File: src/logic/fllr_pkg.sv
// Constants for the fault record loop readout formatter
package fllr_pkg;
  localparam int unsigned LOOP_LEN = 36;
  localparam int unsigned POS_W = 6;
  localparam int unsigned IDX_W = 8;
  localparam logic [7:0] BYTE_COUNT = 8'hff;
  localparam logic [7:0] ZERO_BYTE = 8'h00;
  localparam logic [IDX_W-1:0] IDX_PTR = 8'h00;
  localparam logic [IDX_W-1:0] IDX_RSVD = 8'h01;
  localparam logic [IDX_W-1:0] IDX_LOOP_FIRST = 8'h37;
  localparam logic [IDX_W-1:0] IDX_LOOP_LAST = 8'hed;
  localparam logic [IDX_W-1:0] IDX_LAST = 8'hfe;
  localparam logic [IDX_W-1:0] IDX_END = 8'hff;
  localparam logic [POS_W-1:0] POS_TOP = 6'h23;
  localparam logic [POS_W-1:0] POS_BOTTOM = 6'h00;
  localparam logic [POS_W-1:0] POS_ZERO_SLOT = 6'h12;
  localparam logic [POS_W-1:0] POS_CH0_EXT_TEMP_LO = 6'h07;
  localparam logic [POS_W-1:0] POS_CH0_EXT_TEMP_HI = 6'h08;
  localparam logic [POS_W-1:0] POS_CH0_TEMP_STATUS = 6'h09;
  localparam logic [POS_W-1:0] POS_CH0_VENDOR_STATUS = 6'h05;
  localparam logic [POS_W-1:0] POS_CH0_OUTPUT_POWER_LO = 6'h0d;
  typedef enum logic [0:0] {FLLR_IDLE, FLLR_SEND} fllr_state_t;
endpackage

File: src/logic/fllr_readout.sv
// Fault record block read formatter: count, preamble, downward loop walk
// How it works
// - Send count 0xFF, then pointer snapshot first
// - Bytes 55 to 237 carry loop contents
// - Byte 55 is entry at snapshot position
// - Each later byte is next lower position; 0 wraps to 35
// - Loop is 36 bytes; index 18 reads zero
// - Channel 0 status 9, temp high 8, low 7
// - Preamble byte 0 holds pointer at fault
`timescale 1ns/1ps
module fllr_readout
(
  input wire logic CLK_SYS_I,
  input wire logic RESET_I,
  input wire logic START_I,
  input wire logic NEXT_I,
  input wire logic [fllr_pkg::POS_W-1:0] LOOP_PTR_I,
  input wire logic [7:0] PRE_DATA_I,
  input wire logic LOOP_WR_I,
  input wire logic [fllr_pkg::POS_W-1:0] LOOP_WR_POS_I,
  input wire logic [7:0] LOOP_WR_DATA_I,
  output logic [7:0] BYTE_O,
  output logic VALID_O,
  output logic [fllr_pkg::IDX_W-1:0] PRE_IDX_O
);
  import fllr_pkg::*;

  logic [7:0] loop_mem [LOOP_LEN];
  fllr_state_t state_q, state_d;
  logic [IDX_W-1:0] idx_q, idx_d;
  logic [POS_W-1:0] pos_q, pos_d, snap_q, snap_d, pos_dn;
  logic [7:0] byte_q, byte_d, loop_byte;
  logic valid_q, valid_d;
  logic step, in_loop;
  logic [IDX_W-1:0] loop_cnt_q, loop_cnt_d;

  localparam logic [IDX_W-1:0] LOOP_BYTES = IDX_LOOP_LAST - IDX_LOOP_FIRST + 8'h01;

  // Refuse constant sets that the fixed byte-wide datapath cannot serve
  if (LOOP_LEN != POS_TOP + 1) begin : g_len_check
    $error("loop length and top position disagree");
  end
  if ($bits({2'b00, POS_TOP}) != $bits(BYTE_COUNT) ||
      IDX_W != $bits(BYTE_COUNT)) begin : g_width_check
    $error("position or index width does not fit a byte");
  end
  if (POS_ZERO_SLOT > POS_TOP || IDX_LOOP_FIRST > IDX_LOOP_LAST) begin : g_range_check
    $error("zero slot or loop byte range out of order");
  end

  // Capture side fills one loop by position; ch0 fields land at 9/8/7
  always_ff @(posedge CLK_SYS_I) begin
    if (LOOP_WR_I && LOOP_WR_POS_I <= POS_TOP) begin
      loop_mem[LOOP_WR_POS_I] <= LOOP_WR_DATA_I;
    end
  end

  assign step = (state_q == FLLR_SEND) && NEXT_I;
  assign in_loop = (idx_q >= IDX_LOOP_FIRST) && (idx_q <= IDX_LOOP_LAST);
  assign pos_dn = (pos_q == POS_BOTTOM || pos_q > POS_TOP) ? POS_TOP : pos_q - 6'h01;

  always_comb begin
    if (pos_q == POS_ZERO_SLOT || pos_q > POS_TOP) begin
      loop_byte = ZERO_BYTE;
    end else begin
      loop_byte = loop_mem[pos_q];
    end
  end

  always_comb begin
    state_d = state_q;
    idx_d = idx_q;
    pos_d = pos_q;
    snap_d = snap_q;
    byte_d = byte_q;
    valid_d = valid_q;
    case (state_q)
      FLLR_IDLE: begin
        if (START_I) begin
          snap_d = LOOP_PTR_I;
          pos_d = LOOP_PTR_I;
          byte_d = BYTE_COUNT;
          valid_d = 1'b1;
          idx_d = IDX_PTR;
          state_d = FLLR_SEND;
        end
      end
      FLLR_SEND: begin
        if (NEXT_I) begin
          if (idx_q == IDX_END) begin
            valid_d = 1'b0;
            byte_d = ZERO_BYTE;
            state_d = FLLR_IDLE;
          end else begin
            idx_d = idx_q + 8'h01;
            if (idx_q == IDX_PTR) begin
              byte_d = {2'b00, snap_q};
            end else if (idx_q == IDX_RSVD) begin
              byte_d = ZERO_BYTE;
            end else if (idx_q < IDX_LOOP_FIRST) begin
              byte_d = PRE_DATA_I;
            end else if (in_loop) begin
              byte_d = loop_byte;
              pos_d = pos_dn;
            end else begin
              byte_d = ZERO_BYTE;
            end
          end
        end
      end
      default: state_d = FLLR_IDLE;
    endcase
  end

  always_ff @(posedge CLK_SYS_I) begin
    if (RESET_I) begin
      state_q <= FLLR_IDLE;
      idx_q <= IDX_PTR;
      pos_q <= POS_BOTTOM;
      snap_q <= POS_BOTTOM;
      byte_q <= ZERO_BYTE;
      valid_q <= 1'b0;
    end else begin
      state_q <= state_d;
      idx_q <= idx_d;
      pos_q <= pos_d;
      snap_q <= snap_d;
      byte_q <= byte_d;
      valid_q <= valid_d;
    end
  end

  // Tally of loop bytes sent in the current read, for the length check
  always_comb begin
    loop_cnt_d = loop_cnt_q;
    if (state_q == FLLR_IDLE && START_I) begin
      loop_cnt_d = 8'h00;
    end else if (step && in_loop) begin
      loop_cnt_d = loop_cnt_q + 8'h01;
    end
  end

  always_ff @(posedge CLK_SYS_I) begin
    if (RESET_I) begin
      loop_cnt_q <= 8'h00;
    end else begin
      loop_cnt_q <= loop_cnt_d;
    end
  end

  // Preamble source is addressed one byte ahead of the consume strobe
  always_ff @(posedge CLK_SYS_I) begin
    if (RESET_I) begin
      PRE_IDX_O <= IDX_PTR;
    end else begin
      PRE_IDX_O <= idx_d;
    end
  end

  assign BYTE_O = byte_q;
  assign VALID_O = valid_q;

  chk_count_first: assert property (@(posedge CLK_SYS_I) disable iff (RESET_I)
    (state_q == FLLR_IDLE && START_I) |=> (BYTE_O == BYTE_COUNT && VALID_O))
    else $error("count byte not first");
  chk_ptr_first: assert property (@(posedge CLK_SYS_I) disable iff (RESET_I)
    (step && idx_q == IDX_PTR) |=> (BYTE_O == {2'b00, $past(snap_q)}))
    else $error("pointer snapshot not first data byte");
  chk_loop_start: assert property (@(posedge CLK_SYS_I) disable iff (RESET_I)
    (step && idx_q == IDX_LOOP_FIRST) |-> (pos_q == snap_q))
    else $error("loop walk does not start at snapshot");
  chk_walk_down: assert property (@(posedge CLK_SYS_I) disable iff (RESET_I)
    (step && in_loop && pos_q != POS_BOTTOM && pos_q <= POS_TOP)
    |=> (pos_q == $past(pos_q) - 6'h01))
    else $error("loop position not decremented");
  chk_loop_wrap: assert property (@(posedge CLK_SYS_I) disable iff (RESET_I)
    (step && in_loop && pos_q == POS_BOTTOM) |=> (pos_q == POS_TOP))
    else $error("loop position did not wrap");
  chk_zero_slot: assert property (@(posedge CLK_SYS_I) disable iff (RESET_I)
    (step && in_loop && pos_q == POS_ZERO_SLOT) |=> (BYTE_O == ZERO_BYTE))
    else $error("index 18 not zero");
  chk_loop_data: assert property (@(posedge CLK_SYS_I) disable iff (RESET_I)
    (step && in_loop) |=> (BYTE_O == $past(loop_byte) && VALID_O))
    else $error("loop byte mismatch");
  chk_tail_zero: assert property (@(posedge CLK_SYS_I) disable iff (RESET_I)
    (step && idx_q > IDX_LOOP_LAST && idx_q <= IDX_LAST) |=> (BYTE_O == ZERO_BYTE))
    else $error("reserved tail not zero");
  chk_stream_end: assert property (@(posedge CLK_SYS_I) disable iff (RESET_I)
    (step && idx_q == IDX_END)
    |=> ((!VALID_O && BYTE_O == ZERO_BYTE) ##1 (!VALID_O || $past(START_I))))
    else $error("stream did not end after byte 254");

  // Start and consume handshake checks
  chk_ptr_capture: assert property (@(posedge CLK_SYS_I) disable iff (RESET_I)
    (state_q == FLLR_IDLE && START_I) |=> (snap_q == $past(LOOP_PTR_I)))
    else $error("loop pointer not captured at start");
  chk_busy_start: assert property (@(posedge CLK_SYS_I) disable iff (RESET_I)
    (state_q == FLLR_SEND && START_I && !NEXT_I) |=> ($stable(BYTE_O) && VALID_O))
    else $error("start while busy disturbed the read");
  chk_idle_quiet: assert property (@(posedge CLK_SYS_I) disable iff (RESET_I)
    (state_q == FLLR_IDLE && !START_I) |=> (!VALID_O && BYTE_O == ZERO_BYTE))
    else $error("byte offered without a start");

  // Byte placement checks
  chk_pre_index: assert property (@(posedge CLK_SYS_I) disable iff (RESET_I)
    (state_q == FLLR_SEND) |-> (PRE_IDX_O == idx_q))
    else $error("preamble index out of step");
  chk_rsvd_byte: assert property (@(posedge CLK_SYS_I) disable iff (RESET_I)
    (step && idx_q == IDX_RSVD) |=> (BYTE_O == ZERO_BYTE))
    else $error("reserved data byte not zero");
  chk_pre_data: assert property (@(posedge CLK_SYS_I) disable iff (RESET_I)
    (step && idx_q > IDX_RSVD && idx_q < IDX_LOOP_FIRST) |=> (BYTE_O == $past(PRE_DATA_I)))
    else $error("preamble byte not passed through");
  chk_ch0_status: assert property (@(posedge CLK_SYS_I) disable iff (RESET_I)
    (step && in_loop && pos_q == POS_CH0_TEMP_STATUS)
    |=> (BYTE_O == loop_mem[POS_CH0_TEMP_STATUS] && pos_q == POS_CH0_EXT_TEMP_HI))
    else $error("channel 0 status not followed by temperature high");
  chk_ch0_temp: assert property (@(posedge CLK_SYS_I) disable iff (RESET_I)
    (step && in_loop && pos_q == POS_CH0_EXT_TEMP_HI)
    |=> (BYTE_O == loop_mem[POS_CH0_EXT_TEMP_HI] && pos_q == POS_CH0_EXT_TEMP_LO))
    else $error("channel 0 temperature high not followed by low");
  chk_loop_count: assert property (@(posedge CLK_SYS_I) disable iff (RESET_I)
    (step && idx_q == IDX_END) |-> (loop_cnt_q == LOOP_BYTES))
    else $error("wrong number of loop bytes in read");
endmodule

File: config.mk
export PLATFORM = sky130hd
export DESIGN_NAME = fllr_readout
export DESIGN_NICKNAME = d
export VERILOG_FILES = /design/src/logic/fllr_pkg.sv /design/src/logic/fllr_readout.sv
export SDC_FILE = /design/constraint.sdc
export NUM_CORES = 1
export LEC_CHECK = 0
export BUFFER_PORTS_ARGS = -buffer_cell sky130_fd_sc_hd__buf_2
export CORE_ASPECT_RATIO = 0.9
export CORE_MARGIN = 1.5
export CORE_UTILIZATION = 25
export CTS_BUF_LIST = sky130_fd_sc_hd__clkbuf_4 sky130_fd_sc_hd__clkbuf_8
export CTS_CLUSTER_DIAMETER = 30
export DETAILED_ROUTE_END_ITERATION = 12
export SLEW_MARGIN = 20
export SYNTH_ARGS = -nofsm -noshare
export SYNTH_HDL_FRONTEND = slang
export SYNTH_SLANG_ARGS = --single-unit
File: constraint.sdc
create_clock -name CLK_SYS_I -period 5.1 [get_ports CLK_SYS_I]
set_clock_uncertainty 0.1 [all_clocks]
set_input_delay 1.02 -clock CLK_SYS_I [delete_from_list [all_inputs] [get_ports CLK_SYS_I]]
set_output_delay 1.02 -clock CLK_SYS_I [all_outputs]
set_load 0.02 [all_outputs]
==> impl_metrics.json, run 1 <==
{
  "crit_path_cell_trace": "buf_12, buf_4, nor2b_1, a22oi_1, nand4_1, nand4_1, a22o_1, a21o_1",
  "worstSetupPathType": "register to register",
  "finalHoldViolations": 0,
  "cp-end-kind": "register",
  "fill_cells": 5169,
  "r2r-end": "BYTE_O[0]",
  "insertion_delay_ps": 620,
  "cp_num_buf_inv": 2,
  "overflow": 0,
  "cts_tree": "yes",
  "rrSetupSlack_ps": 2030,
  "grt_pass1_vias": 7270,
  "drive_gt1_share_pct": 21.0,
  "worstRegToRegCells": 8,
  "async_reset_ff_share_pct": 0,
  "multi_input_area_sq_mm": 0.00349,
  "synthFlopType": "edfxtp_1",
  "syn_nets": 809,
  "dr.first_iter.drc_count": 736,
  "dieHeight_um": 221,
  "fin_crit_ps": 3070,
  "yosys.area.top_type_share_pct": 65.5,
  "antenna_found_initial": 2,
  "finalPower_uw": 5800,
  "avgSynthCellArea_sq_um": 17.2,
  "dp.cells": 1480,
  "ctsHoldBuffers": 0,
  "hold_path_end": "snap_q[5]",
  "synth_edf_count": 288,
  "hold_class": "register to register",
  "cts_buffers": 52,
  "p_leak_uw": 0.00484,
  "portBuffers": 49,
  "routedWlPerCell_um": 19.7,
  "track_usage_pct": 11.3,
  "final_cell_count_no_fill": 1577,
  "finalMaxSlewViolations": 0,
  "start_kind": "register",
  "ys_ff_latch": 324,
  "syn_area_sq_mm": 0.0132,
  "slew_headroom_pct": 41.8,
  "drt_first_pass_iters": 5,
  "boundaryPins": 50,
  "drt-vias-per-instance": 4.63,
  "max_cap_viol_count": 0,
  "cts_sinks": 324,
  "place.detailed.hpwl_um": 19900,
  "cp.required_ps": 5490,
  "yosysWarningCount": 0,
  "syn_to_final_growth_pct": 15.3,
  "path_common_cell": "nand4_1",
  "hold_path_depth": 2,
  "clockRootBuffer": "clkbuf_8",
  "vias": 7307,
  "ff_latch_area_sq_mm": 0.00937,
  "grt_max_degree": 45,
  "arrival_ps": 3460,
  "core_sq_mm": 0.0519,
  "antennaDiodeCount": 0,
  "routed_wl_um": 31100,
  "ys_types": 63,
  "synthTopCellsByArea": "edfxtp_1 66%, mux4_2 5.6%, dfxtp_1 5.5%",
  "drc": 0,
  "die_w_um": 245,
  "synth_top_area_cell": "edfxtp_1",
  "routabilityCongestion": 0.841,
  "die_area_sq_mm": 0.0542,
  "grt_pass1_wl_um": 46300,
  "cts_setup_buffers": 0,
  "max_slew.worst_pin.slew_ps": 870,
  "rows": 79,
  "fin_area_sq_mm": 0.0152,
  "layout_common_cells": "288 x edfxtp_1, 80 x nor2_1, 52 x clkbuf_8",
  "start_util_pct": 25.4,
  "power_density_mw_per_mm2": 381,
  "crit_path_top_delay_cell": "dfxtp_2",
  "htreeDepth": 2,
  "rsz0062_at_grt": "no",
  "path_max_fanout": 36,
  "hp-start": "snap_q[5]",
  "yosysSeqAreaShare_pct": 71.0,
  "worst-path-stages": 8,
  "fin_setup_tns_ps": 0,
  "cts_resized": 0,
  "final_nets": 886,
  "crit_family": "simple AND/OR/NAND/NOR gates",
  "ir_drop_v": 0.000189,
  "dpl-instance-area_sq_mm": 0.0141,
  "clk_pin_slew_ps": 70,
  "max_stage_delay_ps": 750,
  "fin_crit_sh_pct": 60.3,
  "fmax_mhz": 325,
  "layout_commonest_cell": "edfxtp_1",
  "syn_inst": 769,
  "finalSetupViolCount": 0,
  "status": "completed",
  "clock_path_buffers": 3,
  "postRouteAntennaNets": 0
}
## area by class of cell
cell class	count	area share, %
inverter	9	0.222
sequential	324	61.6
multi-input combinational	404	22.9
tap	688	5.65
timing repair buffer	55	2.07
clock buffer	64	5.29
clock inverter	33	2.25
## logic make-up (layout without fill, tap and decap cells)
logic type | after synthesis | in the layout | share of synthesized area (%)
flops | 324 | 324 | 71.0
simple gates | 200 | 200 | 7.20
compound gates | 98 | 98 | 5.18
mux | 92 | 92 | 13.0
buf+inv | 41 | 161 | 2.56
fa+ha+maj | 7 | 7 | 0.663
xor+xnor | 7 | 7 | 0.464
## metrics by stage
stage | setup WS [ps] | hold slack (ps) | utilization [%]
after floorplan | 2700 | 337 | -
after global placement | 2070 | 344 | 27.1
after detailed placement | 2080 | 348 | 27.1
after CTS | 2100 | 362 | 29.3
after global routing | 1900 | 375 | 29.3
final | 2030 | 360 | 29.3
## worst max-delay path by stage
stage / slack (ps) / startpoint / end
global placement: 2070 / LOOP_WR_POS_I[4] / loop_mem[34][1]
CTS: 2100 / register / BYTE_O[0]
floorplan: 2700 / LOOP_WR_POS_I[1] / loop_mem[25][0]
detailed placement: 2080 / LOOP_WR_POS_I[5] / loop_mem[10][3]
finish: 2030 / register / BYTE_O[0]
global route: 1900 / register / BYTE_O[0]
## state kept, by name, summed over array words and instances (netlist names), named ones only
name	count
VALID_O	1
BYTE_O	8
pos_q	6
loop_mem	288
snap_q	6
state_q	1
PRE_IDX_O	8
## layer usage
layer | GRT usage, % | routed length (um) | part of all wire (%) | up-vias
met2 | 16.2 | 13300 | 43 | 334
met5 | 0 | 25 | 0.081 | -
li1 | - | - | - | 3236
met3 | 4.10 | 3160 | 10 | 53
met1 | 16.1 | 14100 | 45 | 3680
met4 | 2.91 | 489 | 1.6 | 4
## power breakdown
group	internal (uW)	switching, uW	total [uW]
Combinational	147	251	399
Sequential	2920	41.3	2960
Clock	1370	1070	2440
Total	4430	1360	5800
## synth_stat cells (4+ instances only)
cell type  number
edfxtp_1      288
a21oi_1        23
mux4_2         33
nor2b_1        10
and3_1          4
nand3_1        16
a2111oi_1       4
o21ai_1         4
o21ai_0        13
nand2b_1        5
xor2_1          7
nand2_1        47
nor3_1          5
nor2_1         80
inv_1           8
ha_1            7
clkbuf_1        6
a221oi_1       12
buf_12          5
a22oi_1        12
dfxtp_1        36
buf_4           4
nand4_1        12
mux2i_1        34
nand3b_1        5
buf_2           6
buf_6           7
mux4_1         23
## tightest hold or removal path, cell delays in order (launching register included)
cell and delay (ps):
dfxtp_1 310, nand2_1 50, a21oi_1 50
(Power assumes the default switching activity.)
==> inputs of run 2 (changes only) <==
==> constraint.sdc (replaced) <==
create_clock -name CLK_SYS_I -period 2.6 [get_ports CLK_SYS_I]
set_clock_uncertainty 0.1 [all_clocks]
set_input_delay 0.52 -clock CLK_SYS_I [delete_from_list [all_inputs] [get_ports CLK_SYS_I]]
set_output_delay 0.52 -clock CLK_SYS_I [all_outputs]
set_load 0.02 [all_outputs]
==> impl_metrics.json, run 2 (same netlist as run 1, synthesis figures left out) <==
{
  "vias": 7505,
  "p_leak_uw": 0.00522,
  "place.detailed.hpwl_um": 21000,
  "dp_worst_setup_slack_ps": -31.8,
  "fill_cells": 5108,
  "cts_sinks": 324,
  "htreeDepth": 2,
  "postRouteAntennaNets": 0,
  "clockRootBuffer": "clkbuf_8",
  "grt_pass1_vias": 7296,
  "grt_pass1_wl_um": 47000,
  "drc": 0,
  "finalHoldViolations": 0,
  "fin_setup_tns_ps": 0,
  "clk_pin_slew_ps": 70,
  "hp-start": "START_I",
  "largest_reg_flops": 288,
  "dp.cells": 1535,
  "track_usage_pct": 11.6,
  "arrival_ps": 2850,
  "cp-end-kind": "register",
  "finalSetupViolCount": 0,
  "rsz0062_at_grt": "no",
  "finalPower_uw": 11700,
  "largest_register": "loop_mem",
  "die_area_sq_mm": 0.0542,
  "hold_path_depth": 2,
  "routed_wl_um": 31600,
  "worstSetupPathType": "register to register",
  "core_sq_mm": 0.0519,
  "syn_to_final_growth_pct": 19.7,
  "ir_drop_v": 0.000330,
  "fmax_mhz": 402,
  "start_kind": "register",
  "routedWlPerCell_um": 19.2,
  "clock_path_buffers": 3,
  "worstRegToRegCells": 6,
  "ctsHoldBuffers": 0,
  "max_slew.worst_pin.slew_ps": 803,
  "path_max_fanout": 10,
  "hold_class": "input port to register",
  "overflow": 0,
  "final_nets": 950,
  "drive_gt1_share_pct": 27.3,
  "start_util_pct": 25.4,
  "rows": 79,
  "power_density_mw_per_mm2": 738,
  "drt_first_pass_iters": 5,
  "dpl-instance-area_sq_mm": 0.0145,
  "drt-vias-per-instance": 4.57,
  "routabilityCongestion": 0.865,
  "final_critical_path_setup_slack_ps": 113,
  "insertion_delay_ps": 620,
  "antennaDiodeCount": 0,
  "fin_crit_sh_pct": 95.6,
  "layout_common_cells": "288 x edfxtp_1, 80 x nor2_1, 62 x buf_4",
  "final_cell_count_no_fill": 1642,
  "grt_max_degree": 40,
  "portBuffers": 49,
  "fin_area_sq_mm": 0.0158,
  "dr.first_iter.drc_count": 667,
  "slew_headroom_pct": 46.5,
  "die_w_um": 245,
  "finalMaxSlewViolations": 0,
  "cts_buffers": 55,
  "antenna_found_initial": 1,
  "cp.required_ps": 2970,
  "layout_commonest_cell": "edfxtp_1",
  "fin_crit_ps": 2490,
  "dieHeight_um": 221,
  "max_cap_viol_count": 0,
  "status": "completed",
  "boundaryPins": 50,
  "cts_tree": "yes"
}
-- run 2: layout make-up --
| cell class | count | area (sq um) | area share (%) |
|---|---|---|---|
| sequential | 324 | 9370 | 59.3 |
| multi-input combinational | 404 | 3500 | 22.1 |
| clock buffer | 76 | 921 | 5.83 |
| tap | 688 | 861 | 5.45 |
| timing repair buffer | 116 | 818 | 5.18 |
| clock inverter | 25 | 299 | 1.89 |
| inverter | 9 | 33.8 | 0.214 |
-- run 2: worst paths after layout --
| path | endpoint | slack (ps) |
|---|---|---|
| max | BYTE_O[1] | 110 |
| min | state_q | 30 |
| max reg2reg | BYTE_O[1] | 110 |
| min reg2reg | snap_q[2] | 360 |
-- run 2: where the power goes --
| part | leakage [uW] | switching [uW] | internal, uW |
|---|---|---|---|
| clock | 0.000623 | 2090 | 2920 |
| sequential | 0.00289 | 59.9 | 5730 |
| combinational | 0.00171 | 524 | 338 |
-- run 2: what timing repair did --
item | 4_1_cts | 5_1_grt
resized for setup | 0 | 1
setup endpoints to repair | 1 | 5
gates cloned | 0 | 0
setup buffers | 1 | 5
-- run 2: critical path, cell delays in order (launching register included) --
cell,delay (ps)
dfxtp_4,470
buf_4,210
mux4_1,550
a22oi_1,380
nand4_1,280
a21oi_1,260
a2111oi_1,80
-- run 2: metal layers --
metal / vias up / track usage [%] / part of all wire, %
li1: 3366 / - / -
met1: 3786 / 17.4 / 48
met2: 306 / 15.8 / 42
met3: 45 / 3.82 / 9.2
met4: 2 / 2.77 / 1.2
met5: - / 0 / 0.041
-- run 2: stage by stage --
stage	util, %	hold WS, ps
after detailed placement	28.0	352
final	30.5	28.1
after global placement	28.0	344
after CTS	30.4	0.156
after global routing	30.5	23.8
after floorplan	-	337
==> inputs of run 3 (changes only) <==
--- a/config.mk
+++ b/config.mk
@@ -12,6 +12,7 @@
 export CTS_BUF_LIST = sky130_fd_sc_hd__clkbuf_4 sky130_fd_sc_hd__clkbuf_8
 export CTS_CLUSTER_DIAMETER = 30
 export DETAILED_ROUTE_END_ITERATION = 12
+export MAX_ROUTING_LAYER = met4
 export SLEW_MARGIN = 20
 export SYNTH_ARGS = -nofsm -noshare
 export SYNTH_HDL_FRONTEND = slang
==> impl_metrics.json, run 3 (same netlist as run 1, synthesis figures left out) <==
{
  "drt-vias-per-instance": 4.56,
  "p_comb_share_pct": 7.4,
  "cp.required_ps": 2960,
  "cts_tree": "yes",
  "hold_class": "input port to register",
  "fmax_mhz": 410,
  "utilization_pct": 30.5,
  "clkPwrFrac_pct": 42.9,
  "layout_common_cells": "288 x edfxtp_1, 80 x nor2_1, 60 x buf_4",
  "rsz0062_at_grt": "no",
  "start_util_pct": 25.4,
  "met3_wirelength_um": 2990,
  "ir_drop_v": 0.000327,
  "clockRootBuffer": "clkbuf_8",
  "seqPwrFrac_pct": 49.7,
  "crit_path_top_delay_cell": "mux4_1",
  "crit_family": "compound AO/OA/AOI/OAI gates",
  "final_cell_count_no_fill": 1642,
  "cts_sinks": 324,
  "cp_num_buf_inv": 1,
  "max_stage_delay_ps": 570,
  "die_area_sq_mm": 0.0542,
  "rows": 79,
  "overflow": 0,
  "status": "completed",
  "cp-end-kind": "register",
  "power_density_mw_per_mm2": 736,
  "fin_setup_tns_ps": 0,
  "drc": 0,
  "htreeDepth": 2,
  "boundaryPins": 50,
  "p_leak_uw": 0.00522,
  "portBuffers": 49,
  "netSwitchingFraction_pct": 22.8,
  "max_cap_viol_count": 0,
  "finalHoldViolations": 0,
  "fin_crit_ps": 2440,
  "largest_register": "loop_mem",
  "track_usage_pct": 11.9,
  "routedWlPerCell_um": 19.3,
  "slew_headroom_pct": 47.3,
  "fill_cells": 5107,
  "cts_buffers": 55,
  "drive_gt1_share_pct": 27.2,
  "top_layer": "met4",
  "met2WireLength_um": 13200,
  "clk_pin_slew_ps": 70,
  "grt_pass1_vias": 7284,
  "core_sq_mm": 0.0519,
  "fin_crit_sh_pct": 93.8,
  "routabilityCongestion": 0.879,
  "die_w_um": 245,
  "holdWs_ps": 32.8,
  "antenna_found_initial": 1,
  "p_sw_uw": 2660,
  "worstSetupPathType": "register to register",
  "path_max_fanout": 7,
  "clock_path_buffers": 3,
  "crit_path_cell_trace": "buf_4, mux4_1, a22oi_1, nand4_1, a21oi_1, a2111oi_1",
  "met1_length_um": 15200,
  "routed_wl_um": 31700,
  "final_nets": 949,
  "dieHeight_um": 221,
  "postRouteAntennaNets": 0,
  "insertion_delay_ps": 610,
  "place.detailed.hpwl_um": 21000,
  "dp.cells": 1535,
  "start_kind": "register",
  "arrival_ps": 2800,
  "dr.first_iter.drc_count": 753,
  "layout_commonest_cell": "edfxtp_1",
  "largest_reg_flops": 288,
  "syn_to_final_growth_pct": 19.8,
  "finalMaxSlewViolations": 0,
  "grt_max_degree": 40,
  "cell_internal_pwr_uw": 8990,
  "vias": 7490,
  "grt_pass1_wl_um": 47000,
  "max_slew.worst_pin.slew_ps": 790,
  "finalSetupViolCount": 0,
  "drt_first_pass_iters": 5
}
[run 3: worst paths after layout]
path | from | end | slack, ps | cells after the start
worst max-delay path | register | BYTE_O[5] | 160 | 6
worst min-delay path | START_I | state_q | 30 | 2
worst max register to register | register | BYTE_O[5] | 160 | 6
worst min register to register | snap_q[2] | snap_q[2] | 360 | 2
[run 3: metrics by stage]
| stage | worst slack [ps] | total power [uW] | cell area (sq um) |
|---|---|---|---|
| floorplan | 440 | 6400 | 13200 |
| detailed placement | -31.8 | 6730 | 14500 |
| global placement | 7.19 | 6720 | 14500 |
| global route | 22.5 | 12000 | 15800 |
| finish | 162 | 11600 | 15800 |
| CTS | 118 | 11700 | 15800 |
[run 3: worst reg2reg max path, cell delays in order (launching register included)]
cell       delay [ps]
dfxtp_4           450
buf_4             200
mux4_1            570
a22oi_1           390
nand4_1           300
a21oi_1           220
a2111oi_1          70
[run 3: repair_timing]
item,4_1_cts,5_1_grt
resized for setup,0,1
gates cloned,0,0
setup buffers,1,4
hold buffers,0,0
endpoints found under the setup margin,1,5
[run 3: area by class of cell]
cell class              instances  area, sq um  share of cell area, %
diodes                          1         2.50                 0.0158
clock buffers                  76          921                   5.82
clock inverters                25          299                   1.89
inverters                       9         33.8                  0.214
multi-input cells             404         3500                   22.1
flip-flops and latches        324         9370                   59.3
well taps                     688          861                   5.44
repair buffers                115          823                   5.21
[run 3: power by group through the flow]
| stage | registers [uW] | logic [uW] | clock network, uW |
|---|---|---|---|
| after global routing | 5790 | 926 | 5320 |
| final | 5790 | 864 | 4990 |
| after detailed placement | 5910 | 821 | 0 |
| after global placement | 5910 | 811 | 0 |
| after floorplan | 5880 | 518 | 0 |
| after CTS | 5790 | 842 | 5090 |
[run 3: per-layer routing]
metal	vias up	track usage, %
met4	0	2.77
met1	3784	17.5
met2	307	15.8
li1	3365	-
met5	-	-
met3	34	3.77
